File: config.mk
export PLATFORM = sky130hd
export DESIGN_NAME = cbge_branch_unit
export DESIGN_NICKNAME = d
export VERILOG_FILES = /design/src/cbge_pkg.sv /design/src/cbge_branch_unit.sv
export SDC_FILE = /design/constraint.sdc
export NUM_CORES = 1
export LEC_CHECK = 0
export ABC_AREA = 0
export BUFFER_PORTS_ARGS = -buffer_cell sky130_fd_sc_hd__buf_2
export CAP_MARGIN = 20
export CORE_ASPECT_RATIO = 0.8
export CORE_MARGIN = 4
export CORE_UTILIZATION = 50
export CTS_CLUSTER_DIAMETER = 50
export DETAILED_ROUTE_END_ITERATION = 12
export HOLD_SLACK_MARGIN = 0.03
export PLACE_DENSITY = 0.82
export SKIP_CTS_REPAIR_TIMING = 1
export SYNTH_ARGS = -nofsm -noshare
export SYNTH_HDL_FRONTEND = slang
export SYNTH_SLANG_ARGS = --single-unit
File: constraint.sdc
create_clock -name sys_clk -period 3.3 [get_ports sys_clk]
set_input_delay 0.33 -clock sys_clk [delete_from_list [all_inputs] [get_ports sys_clk]]
set_output_delay 0.33 -clock sys_clk [all_outputs]
set_load 0.02 [all_outputs]
File: src/cbge_pkg.sv
// Purpose: Constants for the greater-or-equal conditional branch unit
// Assumes: 32-bit instruction words and 32-bit addresses
// Notes:   Field positions of the immediate-format instruction word
package cbge_pkg;
	localparam int          CBGE_XLEN         = 32;
	localparam int          CBGE_IDX_W        = 5;
	localparam int          CBGE_OFS_W        = 16;
	localparam int          CBGE_OPC_W        = 6;
	localparam int          CBGE_SRC1_MSB     = 31;
	localparam int          CBGE_SRC1_LSB     = 27;
	localparam int          CBGE_SRC2_MSB     = 26;
	localparam int          CBGE_SRC2_LSB     = 22;
	localparam int          CBGE_OFS_MSB      = 21;
	localparam int          CBGE_OFS_LSB      = 6;
	localparam int          CBGE_OPC_MSB      = 5;
	localparam int          CBGE_OPC_LSB      = 0;
	localparam logic [5:0]  CBGE_OPC_GE_S     = 6'h0E;
	localparam logic [5:0]  CBGE_OPC_GE_U     = 6'h2E;
	localparam logic [31:0] CBGE_INSN_STEP    = 32'h0000_0004;
	localparam logic [31:0] CBGE_PC_RESET     = 32'h0000_0000;
	localparam logic [4:0]  CBGE_IDX_RESET    = 5'h00;
	localparam logic        CBGE_FLAG_RESET   = 1'h0;
	localparam logic        CBGE_SYNC_RESET   = 1'h0;
endpackage : cbge_pkg

File: src/cbge_branch_unit.sv
// Purpose: Decodes and resolves signed and unsigned greater-or-equal branches
// Assumes: Register file lies outside; operands arrive with the instruction
// Notes:   One instruction per cycle on issue_valid; results one cycle later
`timescale 1ns/1ps
`default_nettype none
module cbge_branch_unit #(
	parameter int XLEN  = cbge_pkg::CBGE_XLEN,
	parameter int IDX_W = cbge_pkg::CBGE_IDX_W,
	parameter int OFS_W = cbge_pkg::CBGE_OFS_W,
	parameter int OPC_W = cbge_pkg::CBGE_OPC_W
) (
	input  wire logic                                   sys_clk,
	input  wire logic                                   arst_n,
	input  wire logic                                   issue_valid,
	input  wire logic [cbge_pkg::CBGE_XLEN-1:0]         issue_insn,
	input  wire logic [cbge_pkg::CBGE_XLEN-1:0]         issue_pc,
	input  wire logic [cbge_pkg::CBGE_XLEN-1:0]         first_source_val,
	input  wire logic [cbge_pkg::CBGE_XLEN-1:0]         second_source_val,
	output logic [cbge_pkg::CBGE_IDX_W-1:0]             first_source_reg,
	output logic [cbge_pkg::CBGE_IDX_W-1:0]             second_source_reg,
	output logic                                        br_done,
	output logic                                        br_taken,
	output logic                                        br_unknown_op,
	output logic [cbge_pkg::CBGE_XLEN-1:0]              next_pc
);
	import cbge_pkg::*;

	// Refuse widths, field placements and opcode codes that the fixed field layout cannot serve
	if (XLEN != CBGE_XLEN) begin : g_chk_xlen
		$error("cbge_branch_unit needs XLEN equal to the instruction word width");
	end
	if (IDX_W != CBGE_SRC1_MSB - CBGE_SRC1_LSB + 1) begin : g_chk_src1
		$error("cbge_branch_unit needs IDX_W equal to the first index field");
	end
	if (IDX_W != CBGE_SRC2_MSB - CBGE_SRC2_LSB + 1) begin : g_chk_src2
		$error("cbge_branch_unit needs IDX_W equal to the second index field");
	end
	if (IDX_W != CBGE_IDX_W) begin : g_chk_idx
		$error("cbge_branch_unit needs IDX_W equal to the index port width");
	end
	if (OFS_W != CBGE_OFS_MSB - CBGE_OFS_LSB + 1) begin : g_chk_ofs
		$error("cbge_branch_unit needs OFS_W equal to the offset field");
	end
	if (OFS_W >= XLEN) begin : g_chk_ext
		$error("cbge_branch_unit needs OFS_W below XLEN for sign extension");
	end
	if (OPC_W != CBGE_OPC_MSB - CBGE_OPC_LSB + 1) begin : g_chk_opc
		$error("cbge_branch_unit needs OPC_W equal to the opcode field");
	end
	if (CBGE_SRC1_LSB != CBGE_SRC2_MSB + 1) begin : g_chk_pack1
		$error("cbge_branch_unit needs the index fields side by side");
	end
	if (CBGE_SRC2_LSB != CBGE_OFS_MSB + 1) begin : g_chk_pack2
		$error("cbge_branch_unit needs the offset right below the second index");
	end
	if (CBGE_OFS_LSB != CBGE_OPC_MSB + 1) begin : g_chk_pack3
		$error("cbge_branch_unit needs the opcode right below the offset");
	end
	if (CBGE_OPC_GE_S == CBGE_OPC_GE_U) begin : g_chk_codes
		$error("cbge_branch_unit needs distinct signed and unsigned codes");
	end

	// Reset release flip-flops
	logic                   rst_meta_r;
	logic                   rst_sync_n_r;

	// Decoded fields of the offered word
	logic [IDX_W-1:0]       src1_idx;
	logic [IDX_W-1:0]       src2_idx;
	logic [OFS_W-1:0]       branch_offset_field;
	logic [OPC_W-1:0]       opcode;
	logic                   is_ge_s;
	logic                   is_ge_u;
	logic                   is_ge_any;

	// Operand comparison and target arithmetic
	logic signed [XLEN-1:0] first_signed;
	logic signed [XLEN-1:0] second_signed;
	logic                   ge_signed;
	logic                   ge_unsigned;
	logic                   take;
	logic [XLEN-1:0]        seq_pc;
	logic [XLEN-1:0]        ofs_ext;
	logic [XLEN-1:0]        tgt_pc;
	logic [XLEN-1:0]        branch_pc;

	// Result registers and their next values
	logic                   done_r;
	logic                   done_nxt;
	logic                   taken_r;
	logic                   taken_nxt;
	logic                   unknown_r;
	logic                   unknown_nxt;
	logic [XLEN-1:0]        pc_r;
	logic [XLEN-1:0]        pc_nxt;
	logic [IDX_W-1:0]       src1_r;
	logic [IDX_W-1:0]       src1_nxt;
	logic [IDX_W-1:0]       src2_r;
	logic [IDX_W-1:0]       src2_nxt;

	// First reset release flip-flop
	always_ff @(posedge sys_clk or negedge arst_n) begin
		if (!arst_n) begin
			rst_meta_r <= CBGE_SYNC_RESET;
		end else begin
			rst_meta_r <= ~CBGE_SYNC_RESET;
		end
	end

	// Second release flip-flop; only it feeds the rest of the block
	always_ff @(posedge sys_clk or negedge arst_n) begin
		if (!arst_n) begin
			rst_sync_n_r <= CBGE_SYNC_RESET;
		end else begin
			rst_sync_n_r <= rst_meta_r;
		end
	end

	// Field decode of the immediate-format word
	assign src1_idx            = issue_insn[CBGE_SRC1_MSB:CBGE_SRC1_LSB];
	assign src2_idx            = issue_insn[CBGE_SRC2_MSB:CBGE_SRC2_LSB];
	assign branch_offset_field = issue_insn[CBGE_OFS_MSB:CBGE_OFS_LSB];
	assign opcode              = issue_insn[CBGE_OPC_MSB:CBGE_OPC_LSB];

	// Opcode match; every other code is reported as unknown
	assign is_ge_s   = (opcode == CBGE_OPC_GE_S);
	assign is_ge_u   = (opcode == CBGE_OPC_GE_U);
	assign is_ge_any = is_ge_s | is_ge_u;

	// Comparisons; greater-than forms reach the less-than unit, not this one
	assign first_signed  = first_source_val;
	assign second_signed = second_source_val;
	assign ge_signed     = (first_signed >= second_signed);
	assign ge_unsigned   = (first_source_val >= second_source_val);
	assign take          = (is_ge_s & ge_signed) | (is_ge_u & ge_unsigned);

	// Target counts from the following word; offset low bits used as given
	assign seq_pc    = issue_pc + XLEN'(CBGE_INSN_STEP);
	assign ofs_ext   = {{(XLEN - OFS_W){branch_offset_field[OFS_W-1]}},
		branch_offset_field};
	assign tgt_pc    = seq_pc + ofs_ext;
	assign branch_pc = take ? tgt_pc : seq_pc;

	// Next values: pulses follow each issue, held fields change only on issue
	assign done_nxt    = issue_valid & is_ge_any;
	assign taken_nxt   = issue_valid & take;
	assign unknown_nxt = issue_valid & ~is_ge_any;
	assign pc_nxt      = issue_valid ? branch_pc : pc_r;
	assign src1_nxt    = issue_valid ? src1_idx : src1_r;
	assign src2_nxt    = issue_valid ? src2_idx : src2_r;

	// Resolved pulse
	always_ff @(posedge sys_clk or negedge rst_sync_n_r) begin
		if (!rst_sync_n_r) begin
			done_r <= CBGE_FLAG_RESET;
		end else begin
			done_r <= done_nxt;
		end
	end

	// Taken pulse
	always_ff @(posedge sys_clk or negedge rst_sync_n_r) begin
		if (!rst_sync_n_r) begin
			taken_r <= CBGE_FLAG_RESET;
		end else begin
			taken_r <= taken_nxt;
		end
	end

	// Unknown opcode pulse
	always_ff @(posedge sys_clk or negedge rst_sync_n_r) begin
		if (!rst_sync_n_r) begin
			unknown_r <= CBGE_FLAG_RESET;
		end else begin
			unknown_r <= unknown_nxt;
		end
	end

	// Program counter, held until the next issue
	always_ff @(posedge sys_clk or negedge rst_sync_n_r) begin
		if (!rst_sync_n_r) begin
			pc_r <= CBGE_PC_RESET;
		end else begin
			pc_r <= pc_nxt;
		end
	end

	// First register index, held until the next issue
	always_ff @(posedge sys_clk or negedge rst_sync_n_r) begin
		if (!rst_sync_n_r) begin
			src1_r <= CBGE_IDX_RESET;
		end else begin
			src1_r <= src1_nxt;
		end
	end

	// Second register index, held until the next issue
	always_ff @(posedge sys_clk or negedge rst_sync_n_r) begin
		if (!rst_sync_n_r) begin
			src2_r <= CBGE_IDX_RESET;
		end else begin
			src2_r <= src2_nxt;
		end
	end

	// Outputs come straight from the registers
	assign br_done           = done_r;
	assign br_taken          = taken_r;
	assign br_unknown_op     = unknown_r;
	assign next_pc           = pc_r;
	assign first_source_reg  = src1_r;
	assign second_source_reg = src2_r;
endmodule // cbge_branch_unit
`default_nettype wire

==> flow_summary.toml, run 1 <==
[status]
status = "finished, violations left"
violations = "negative setup slack"

[clocking]
clockBufferDepth = 2
numCtsBuffers = 5
cts_max_level = 2
clk_pin_slew_worst_paths_ps = 80
clk_latency_ps = 290
cts-root-buf = "clkbuf_16"
cts_tree = "yes"
cts.sinks = 47

[drt]
wl_mm = 17.65
vias = 5749
met2_length_mm = 8.131
viasPerCell = 5.565
ant_nets = 0
first_pass_iters = 5
highest_layer = "met4"
wire_per_inst_um = 17.09
wl_met1_mm = 7.998
routed-wl-met3_mm = 1.326
route.detailed.drc = 0
drtIter0Drc = 380

[timing]
relSlewSlack_pct = 37.63
clock_skew_ps = 5.685
fin_crit_sh_pct = 102.0
fin_setup_tns_ps = -66.37
hold_viol = 0
worst_pin_slew_ps = 934.5
layout_setup_ws_ps = -66.37
hold_ws_ps = 154.6
setup_viol = 1
drv_slew = 0
fin_crit_ps = 3366
grt_setup_unrepaired = "true"
max_freq_ghz = 0.2971

[global_route]
grt_pass1_vias = 5599
grt_pass1_wl_mm = 26.97
antenna_found_initial = 0
grt_overflow_total = 0
track_usage_pct = 27.60
grt_max_degree = 63

[critical_path]
cp_cell_sequence = "buf_6, and4_4, and3_4, buf_4, nand4_1, xnor2_2, ha_1, nand3_2, nor4_4, a21boi_4, a211oi_4, a21o_1, a21oi_4, nor4_4, o31a_2, o31ai_2"
critPathSlowestCell = "o31a_2"
cp.required_ps = 3500
crit_type = "input port to register"
crit_path_start_kind = "input port"
cpPeakStageDelay_ps = 360
cpMostUsedCell = "nor4_4"
worst_ep_arrival_time_ps = 3560
cp_max_fo = 4
worst_setup_path_end_kind = "register"

[synth]
ys_seq_elements = 47
synth_edf_count = 0
synth_cell_types = 72
synth_nets = 819
syn_inst = 615
ys_seq_area_share_pct = 23.33
syn_area_per_cell_um2 = 8.199
synth_area_um2 = 5042
ys.flop_type = "dfrtp_1"
async_flop_share_pct = 100.0
yosysWarnings = 0

[cells_and_area]
syn_to_final_growth_pct = 47.15
largest_reg_flops = 32
diodes = 0
multi_input_area_um2 = 3938
nFillCells = 732
register_area_um2 = 1177
fin_nets = 1100
layout-drive-gt1-share_pct = 41.03
finalNonFillerCells = 1033

[power_and_ir_drop]
peakVddDrop_v = 0.0002409
finalPower_w = 0.002238
power_density_nw_per_um2 = 301.7
pwr-share-comb_pct = 43.1
net-switching-power_w = 0.0008060
p_leak_nw = 3.718
swShare_pct = 36.01
p_int_w = 0.001432
power_frac_seq_pct = 29.6
p_clk_share_pct = 27.4

[run]
drv_cap = 0

[place]
place_congestion = 0.9209
port-buffer-count = 175
place_inst = 1012
dp.final_hpwl_mm = 14.01

[die]
initial_utilization_pct = 51.83
fp-row-count = 32
die_area_um2 = 11770
coreArea_um2 = 9729
io_pins = 176
die_w_um = 120.3
die_y_um = 97.82

[hold_path]
hold_path.class = "register to asynchronous set/reset pin"
## power groups by stage
stage / registers (W) / clock network (W) / logic (W)
global route: 0.000668 / 0.000650 / 0.00105
floorplan: 0.000741 / 0 / 0.000427
finish: 0.000662 / 0.000613 / 0.000964
CTS: 0.000670 / 0.000616 / 0.000882
global placement: 0.000676 / 0 / 0.000850
detailed placement: 0.000681 / 0 / 0.000878
## worst max-delay path: cells and delay by family
kind | cells | cell delay, ps
XOR/XNOR | 1 | 190
AO/OA/AOI/OAI | 6 | 1320
buffers and inverters | 2 | 190
adder cells (fa/ha/maj) | 1 | 320
AND/OR/NAND/NOR | 6 | 1210
## Yosys cell counts (all sizes together), types with 5 or more instances
master,number,area [um2]
o211ai,8,60.06
a21boi,5,37.53
and3,8,56.31
mux2i,11,110.1
ha,72,900.9
inv,45,168.9
a21o,9,67.56
nand3,27,135.1
or2,5,33.78
nand4,21,131.4
mux2,10,112.6
a31oi,10,62.56
xnor2,33,289.0
nand2b,6,37.54
nor3,10,61.31
nand2,41,161.4
o21a,9,67.56
dfrtp,47,1176
or3,8,55.05
and2,5,31.28
a21oi,65,325.3
xor2,10,87.58
o21ai,25,128.9
nor2,53,198.9
buf,7,33.78
nor4,9,62.56
clkbuf,11,45.05
## worst paths after layout
kind	start	slack, ps	end	cells after the start
worst min-delay path	rst_sync_n_r$_DFF_PN0_	150	next_pc[8]$_DFFE_PN0P_	0
worst max-delay path	issue_pc[8]	-70	next_pc[31]$_DFFE_PN0P_	16
min in group sys_clk	issue_insn[1]	230	br_unknown_op$_DFF_PN0_	2
worst min register to register	rst_sync_n_r$_DFF_PN0_	150	next_pc[8]$_DFFE_PN0P_	0
worst max register to register	next_pc[28]$_DFFE_PN0P_	2450	next_pc[28]$_DFFE_PN0P_	1
max in group asynchronous	rst_sync_n_r$_DFF_PN0_	2650	next_pc[31]$_DFFE_PN0P_	1
## metal layers
layer,track usage (%),up-vias
met5,0,-
met4,3.484,0
met3,5.790,22
met2,44.08,239
met1,39.77,2689
li1,-,2799
## cells by family after synthesis
group,share of synthesized area (%)
AO/OA/AOI/OAI,20.10
XOR/XNOR,7.469
AND/OR/NAND/NOR,21.44
adder cells (fa/ha/maj),18.26
flip-flops,23.33
buffers and inverters,4.913
multiplexers,4.417
other,0.07437
## placed cells by master, fill, tap and decap left out, types with 9 or more instances in the layout
cell type,synthesis,layout
buf_2,6,171
buf_4,0,115
ha_1,72,69
a21oi_1,65,59
nor2_1,53,49
dfrtp_1,47,46
inv_1,45,45
nand2_1,40,39
xnor2_1,33,25
nand3_1,27,22
nand4_1,21,21
o21ai_0,22,19
mux2i_1,11,11
a31oi_1,10,10
mux2_2,10,10
xor2_1,10,9
o21a_1,9,9
a21o_1,9,9
## final cells by class
type / instances / share of cell area (%)
clock buffer: 5 / 1.686
clock inverter: 3 / 0.6239
inverter: 45 / 2.277
multi-input combinational: 505 / 53.07
sequential: 47 / 15.87
tap: 136 / 2.293
timing repair buffer: 292 / 24.18
## stage by stage
stage | setup WS (ps) | util (%) | area, um2
after floorplan | 7.691 | - | 5086
after global routing | -232.0 | 76.26 | 7420
after detailed placement | -452.1 | 70.25 | 6835
after global placement | -340.4 | 70.25 | 6835
final | -66.37 | 76.26 | 7420
after CTS | -168.7 | 72.02 | 7007
(Power assumes the default switching activity.)
==> run 2, diff against run 1 <==
--- a/config.mk
+++ b/config.mk
@@ -8,7 +8,7 @@
 export ABC_AREA = 0
 export BUFFER_PORTS_ARGS = -buffer_cell sky130_fd_sc_hd__buf_2
 export CAP_MARGIN = 20
-export CORE_ASPECT_RATIO = 0.8
+export CORE_ASPECT_RATIO = 1.75
 export CORE_MARGIN = 4
 export CORE_UTILIZATION = 50
 export CTS_CLUSTER_DIAMETER = 50
==> run 2 against run 1 <==
Worst setup slack better by 22 ps. The flow still finishes with violations (negative setup slack). Global-route usage up 1.0 points. Via count up 3.7%. Sequential share of layout area down 0.18 points. Die area up 0.45%. Critical path depth up 1. Final area up 1.1%. Sequential power about the same.
==> flow_summary.toml, run 2 (synthesized netlist as in run 1, its figures left out) <==
[critical_path]
cp_cell_sequence = "buf_6, and4_4, nand3_4, nor3_4, nand3_1, nor2_2, xor2_2, ha_1, nand2_4, nor4_4, buf_4, a211oi_4, a21o_1, a21oi_4, o2111a_1, o31a_2, o31ai_2"
critPathSlowestCell = "o31a_2"
crit_path_start_kind = "input port"
cpPeakStageDelay_ps = 360
worst_setup_path_end_kind = "register"
crit_family = "compound AO/OA/AOI/OAI gates"
cp_max_fo = 5
critical_path_buf_inv_count = 2
worst_ep_arrival_time_ps = 3550
cp.depth = 17
cp.required_ps = 3500
reg2reg_depth = 1
crit_type = "input port to register"

[power_and_ir_drop]
power_density_nw_per_um2 = 289.8
p_leak_nw = 3.756
finalPower_w = 0.002175
peakVddDrop_v = 0.0002806

[global_route]
track_usage_pct = 28.60
grt_pass1_wl_mm = 27.74
antenna_found_initial = 0
grt_max_degree = 63
grt_pass1_vias = 6300
grt_overflow_total = 0

[drt]
ant_nets = 0
first_pass_iters = 5
viasPerCell = 5.815
route.detailed.drc = 0
wire_per_inst_um = 17.61
wl_mm = 18.05
vias = 5960
drtIter0Drc = 254

[clocking]
cts.sinks = 47
cts-root-buf = "clkbuf_16"
clk_latency_ps = 300
cts_max_level = 2
clockBufferDepth = 2
numCtsBuffers = 5
clk_pin_slew_worst_paths_ps = 70
cts_tree = "yes"

[status]
status = "finished, violations left"
violations = "negative setup slack"

[cells_and_area]
layout-drive-gt1-share_pct = 42.78
layout.core_utilization_pct = 76.18
diodes = 0
register_area_um2 = 1177
layout_common_cells = "buf_2, buf_4, ha_1"
final_common_cell = "buf_2"
nFillCells = 720
largest_reg_flops = 32
multi_input_area_um2 = 4029
syn_to_final_growth_pct = 48.81
fin_nets = 1103

[timing]
relSlewSlack_pct = 40.28
max_freq_ghz = 0.2990
layout_setup_ws_ps = -44.01
fin_crit_ps = 3344
setup_viol = 2
hold_viol = 0
fin_crit_sh_pct = 101.3
grt_setup_unrepaired = "true"
drv_slew = 0
worst_pin_slew_ps = 894.8
clock_skew_ps = 11.28

[die]
coreArea_um2 = 9849
die_area_um2 = 11820
fp-row-count = 48
die_y_um = 140.8
initial_utilization_pct = 51.19
io_pins = 176
die_w_um = 83.91

[place]
place_congestion = 0.9521
dp_slack_ps = -599.1
port-buffer-count = 175
dp.final_hpwl_mm = 14.16

[run]
drv_cap = 0

[hold_path]
hold_path.class = "register to asynchronous set/reset pin"
==> run 2: final cells by class <==
class,count,share of cell area [%]
multi-input combinational,505,53.69
timing repair buffer,295,24.21
sequential,47,15.69
inverter,45,2.251
tap,125,2.084
clock buffer,6,1.851
clock inverter,2,0.2168
==> run 2: per-stage QoR <==
step	std cells	instance area, um2	TNS (ps)	hold WS (ps)
after floorplan	615	5086	0	34.41
after global placement	1004	6844	-3332	116.6
after detailed placement	1004	6844	-4797	118.0
after CTS	1012	6999	-1057	-191.2
after global routing	1025	7503	-559.6	225.7
final	1025	7503	-53.55	178.3
==> run 2: path summary, 6_finish.rpt <==
| path | from | endpoint | slack, ps |
|---|---|---|---|
| max | issue_pc[8] | next_pc[31]$_DFFE_PN0P_ | -40 |
| min | rst_sync_n_r$_DFF_PN0_ | next_pc[3]$_DFFE_PN0P_ | 180 |
| max reg2reg | next_pc[28]$_DFFE_PN0P_ | next_pc[28]$_DFFE_PN0P_ | 2450 |
| min reg2reg | rst_sync_n_r$_DFF_PN0_ | next_pc[3]$_DFFE_PN0P_ | 180 |
| max in group asynchronous | rst_sync_n_r$_DFF_PN0_ | next_pc[29]$_DFFE_PN0P_ | 2620 |
| min in group sys_clk | issue_insn[1] | br_unknown_op$_DFF_PN0_ | 240 |
==> run 2: layer usage <==
| layer | GRT usage [%] | up-vias | share of wire, % |
|---|---|---|---|
| met3 | 3.275 | 86 | 4.4 |
| met2 | 57.20 | 249 | 56 |
| met4 | 19.49 | 0 | 6.9 |
| met5 | 0 | - | 0 |
| li1 | - | 2801 | - |
| met1 | 25.87 | 2824 | 33 |
==> run 2: power by group <==
part / switching (W) / internal, W
registers: 0.0000311 / 0.000630
logic: 0.000526 / 0.000452
clock network: 0.000233 / 0.000303
total: 0.000790 / 0.00138
==> run 3, diff against run 2 <==
--- a/config.mk
+++ b/config.mk
@@ -6,15 +6,15 @@
 export NUM_CORES = 1
 export LEC_CHECK = 0
 export ABC_AREA = 0
-export BUFFER_PORTS_ARGS = -buffer_cell sky130_fd_sc_hd__buf_2
 export CAP_MARGIN = 20
 export CORE_ASPECT_RATIO = 1.75
 export CORE_MARGIN = 4
 export CORE_UTILIZATION = 50
 export CTS_CLUSTER_DIAMETER = 50
 export DETAILED_ROUTE_END_ITERATION = 12
+export DONT_BUFFER_PORTS = 1
 export HOLD_SLACK_MARGIN = 0.03
-export PLACE_DENSITY = 0.82
+export PLACE_DENSITY = 0.67
 export SKIP_CTS_REPAIR_TIMING = 1
 export SYNTH_ARGS = -nofsm -noshare
 export SYNTH_HDL_FRONTEND = slang
==> run 3 against run 2 <==
The run still ends with negative setup slack left. Critical path type unchanged. Final area is 16% lower. Clock-buffer cell count is 1 lower. Worst setup slack improved by 44 ps. First-iteration DRC count decreased by 40%. Cell count fell by 20%.
==> flow_summary.toml, run 3 (synthesized netlist as in run 1, its figures left out) <==
[status]
status = "finished, violations left"
violations = "negative setup slack"

[place]
dp.final_hpwl_mm = 13.23
port-buffer-count = 0
place_congestion = 0.8979
dpl_cell_area_um2 = 5851

[cells_and_area]
layout_common_cells = "buf_4, ha_1, a21oi_1"
final_common_cell = "buf_4"
finish.instance_area_um2 = 6335
fin_nets = 903
diodes = 0
layout-drive-gt1-share_pct = 23.29
nFillCells = 878
largest_reg_flops = 32
syn_to_final_growth_pct = 25.63

[die]
die_area_um2 = 11820
die_w_um = 83.91
coreArea_um2 = 9849
die_y_um = 140.8
initial_utilization_pct = 51.19
io_pins = 176
fp-row-count = 48

[critical_path]
cp_max_fo = 3
crit_type = "input port to register"
cpPeakStageDelay_ps = 390
worst_setup_path_end_kind = "register"
cpMostUsedCell = "buf_4"
worst_ep_arrival_time_ps = 3500
reg2reg_depth = 1
cp_cell_sequence = "and4_4, and3_4, nand2_4, buf_4, xnor2_1, buf_4, ha_1, nand2_1, o21ai_0, nor4b_2, a211oi_4, a21o_1, a21oi_4, nor4_2, o31a_2, o31ai_2"
crit_family = "compound AO/OA/AOI/OAI gates"
crit_path_start_kind = "input port"
critPathSlowestCell = "nor4b_2"
cp.depth = 16
critical_path_buf_inv_count = 2
cp.required_ps = 3500

[power_and_ir_drop]
p_clk_share_pct = 29.7
p_int_w = 0.001325
pwr-share-comb_pct = 33.9
swShare_pct = 34.78
power_frac_seq_pct = 36.3
net-switching-power_w = 0.0007067
p_leak_nw = 2.905
peakVddDrop_v = 0.0002396
power_density_nw_per_um2 = 320.8

[timing]
fin_crit_sh_pct = 100.0
fin_crit_ps = 3300
hold_viol = 0
clock_skew_ps = 8.923
relSlewSlack_pct = 44.08
hold_ws_ps = 115.0
layout_setup_ws_ps = -0.08682
max_freq_ghz = 0.3030
drv_slew = 0
setup_viol = 1
grt_setup_unrepaired = "true"
worst_pin_slew_ps = 837.8

[clocking]
numCtsBuffers = 5
cts-root-buf = "clkbuf_16"
cts_max_level = 2
clk_pin_slew_worst_paths_ps = 70
cts.sinks = 47
clk_latency_ps = 290
clockBufferDepth = 2
cts_tree = "yes"

[global_route]
grt_pass1_wl_mm = 24.93
grt_max_degree = 64
track_usage_pct = 26.26
grt_pass1_vias = 5348
antenna_found_initial = 0
grt_overflow_total = 0

[drt]
first_pass_iters = 4
viasPerCell = 6.164
ant_nets = 0
route.detailed.drc = 0
drtIter0Drc = 153
wl_mm = 16.41
vias = 5085
wire_per_inst_um = 19.90

[hold_path]
hold_path.class = "register to asynchronous set/reset pin"

[run]
drv_cap = 0
[run 3: cell count changes in the layout (fill, tap and decap cells not counted), sizes merged]
cell,previous run,this run
buf,294,94
bufinv,0,1
clkbuf,6,5
clkinv,1,0
inv,45,46
[run 3: final timing paths]
path / from / to / slack, ps
worst max-delay path: issue_pc[8] / next_pc[31]$_DFFE_PN0P_ / -0.09
worst min-delay path: rst_sync_n_r$_DFF_PN0_ / second_source_reg[1]$_DFFE_PN0P_ / 120
worst max register to register: next_pc[28]$_DFFE_PN0P_ / next_pc[28]$_DFFE_PN0P_ / 2360
worst min register to register: rst_sync_n_r$_DFF_PN0_ / second_source_reg[1]$_DFFE_PN0P_ / 120
max in group asynchronous: rst_sync_n_r$_DFF_PN0_ / next_pc[26]$_DFFE_PN0P_ / 2720
min in group sys_clk: issue_valid / next_pc[7]$_DFFE_PN0P_ / 120
[run 3: routing by layer]
layer / track usage (%) / up-vias / part of all wire, %
li1: - / 2406 / -
met1: 22.78 / 2381 / 32
met2: 52.41 / 234 / 56
met3: 3.801 / 64 / 5.2
met4: 19.24 / 0 / 6.8
met5: 0 / - / 0
[run 3: stage by stage]
| step | TNS (ps) | cells | power, W | worst slack, ps | util (%) |
|---|---|---|---|---|---|
| after floorplan | 0 | 615 | 0.001168 | 7.691 | - |
| after global placement | -1057 | 810 | 0.001361 | -266.7 | 59.40 |
| after detailed placement | -1606 | 810 | 0.001386 | -328.2 | 59.40 |
| after CTS | -24.72 | 818 | 0.001998 | -24.72 | 61.14 |
| after global routing | -249.5 | 825 | 0.002146 | -136.9 | 64.32 |
| final | -0.08682 | 825 | 0.002032 | -0.08682 | 64.32 |
[run 3: final cells by class]
class	instances	area, um2	area share (%)
repair buffers	95	753.2	11.89
clock inverters	3	46.29	0.7308
flip-flops and latches	47	1177	18.59
inverters	45	168.9	2.666
multi-input cells	505	3908	61.68
well taps	125	156.4	2.469
clock buffers	5	125.1	1.975
[run 3: power by group through the flow]
stage,sequential [W],clock (W),combinational [W]
after global routing,0.000745,0.000642,0.000759
after CTS,0.000749,0.000618,0.000630
after floorplan,0.000741,0,0.000427
final,0.000738,0.000604,0.000689
after detailed placement,0.000760,0,0.000625
after global placement,0.000759,0,0.000602
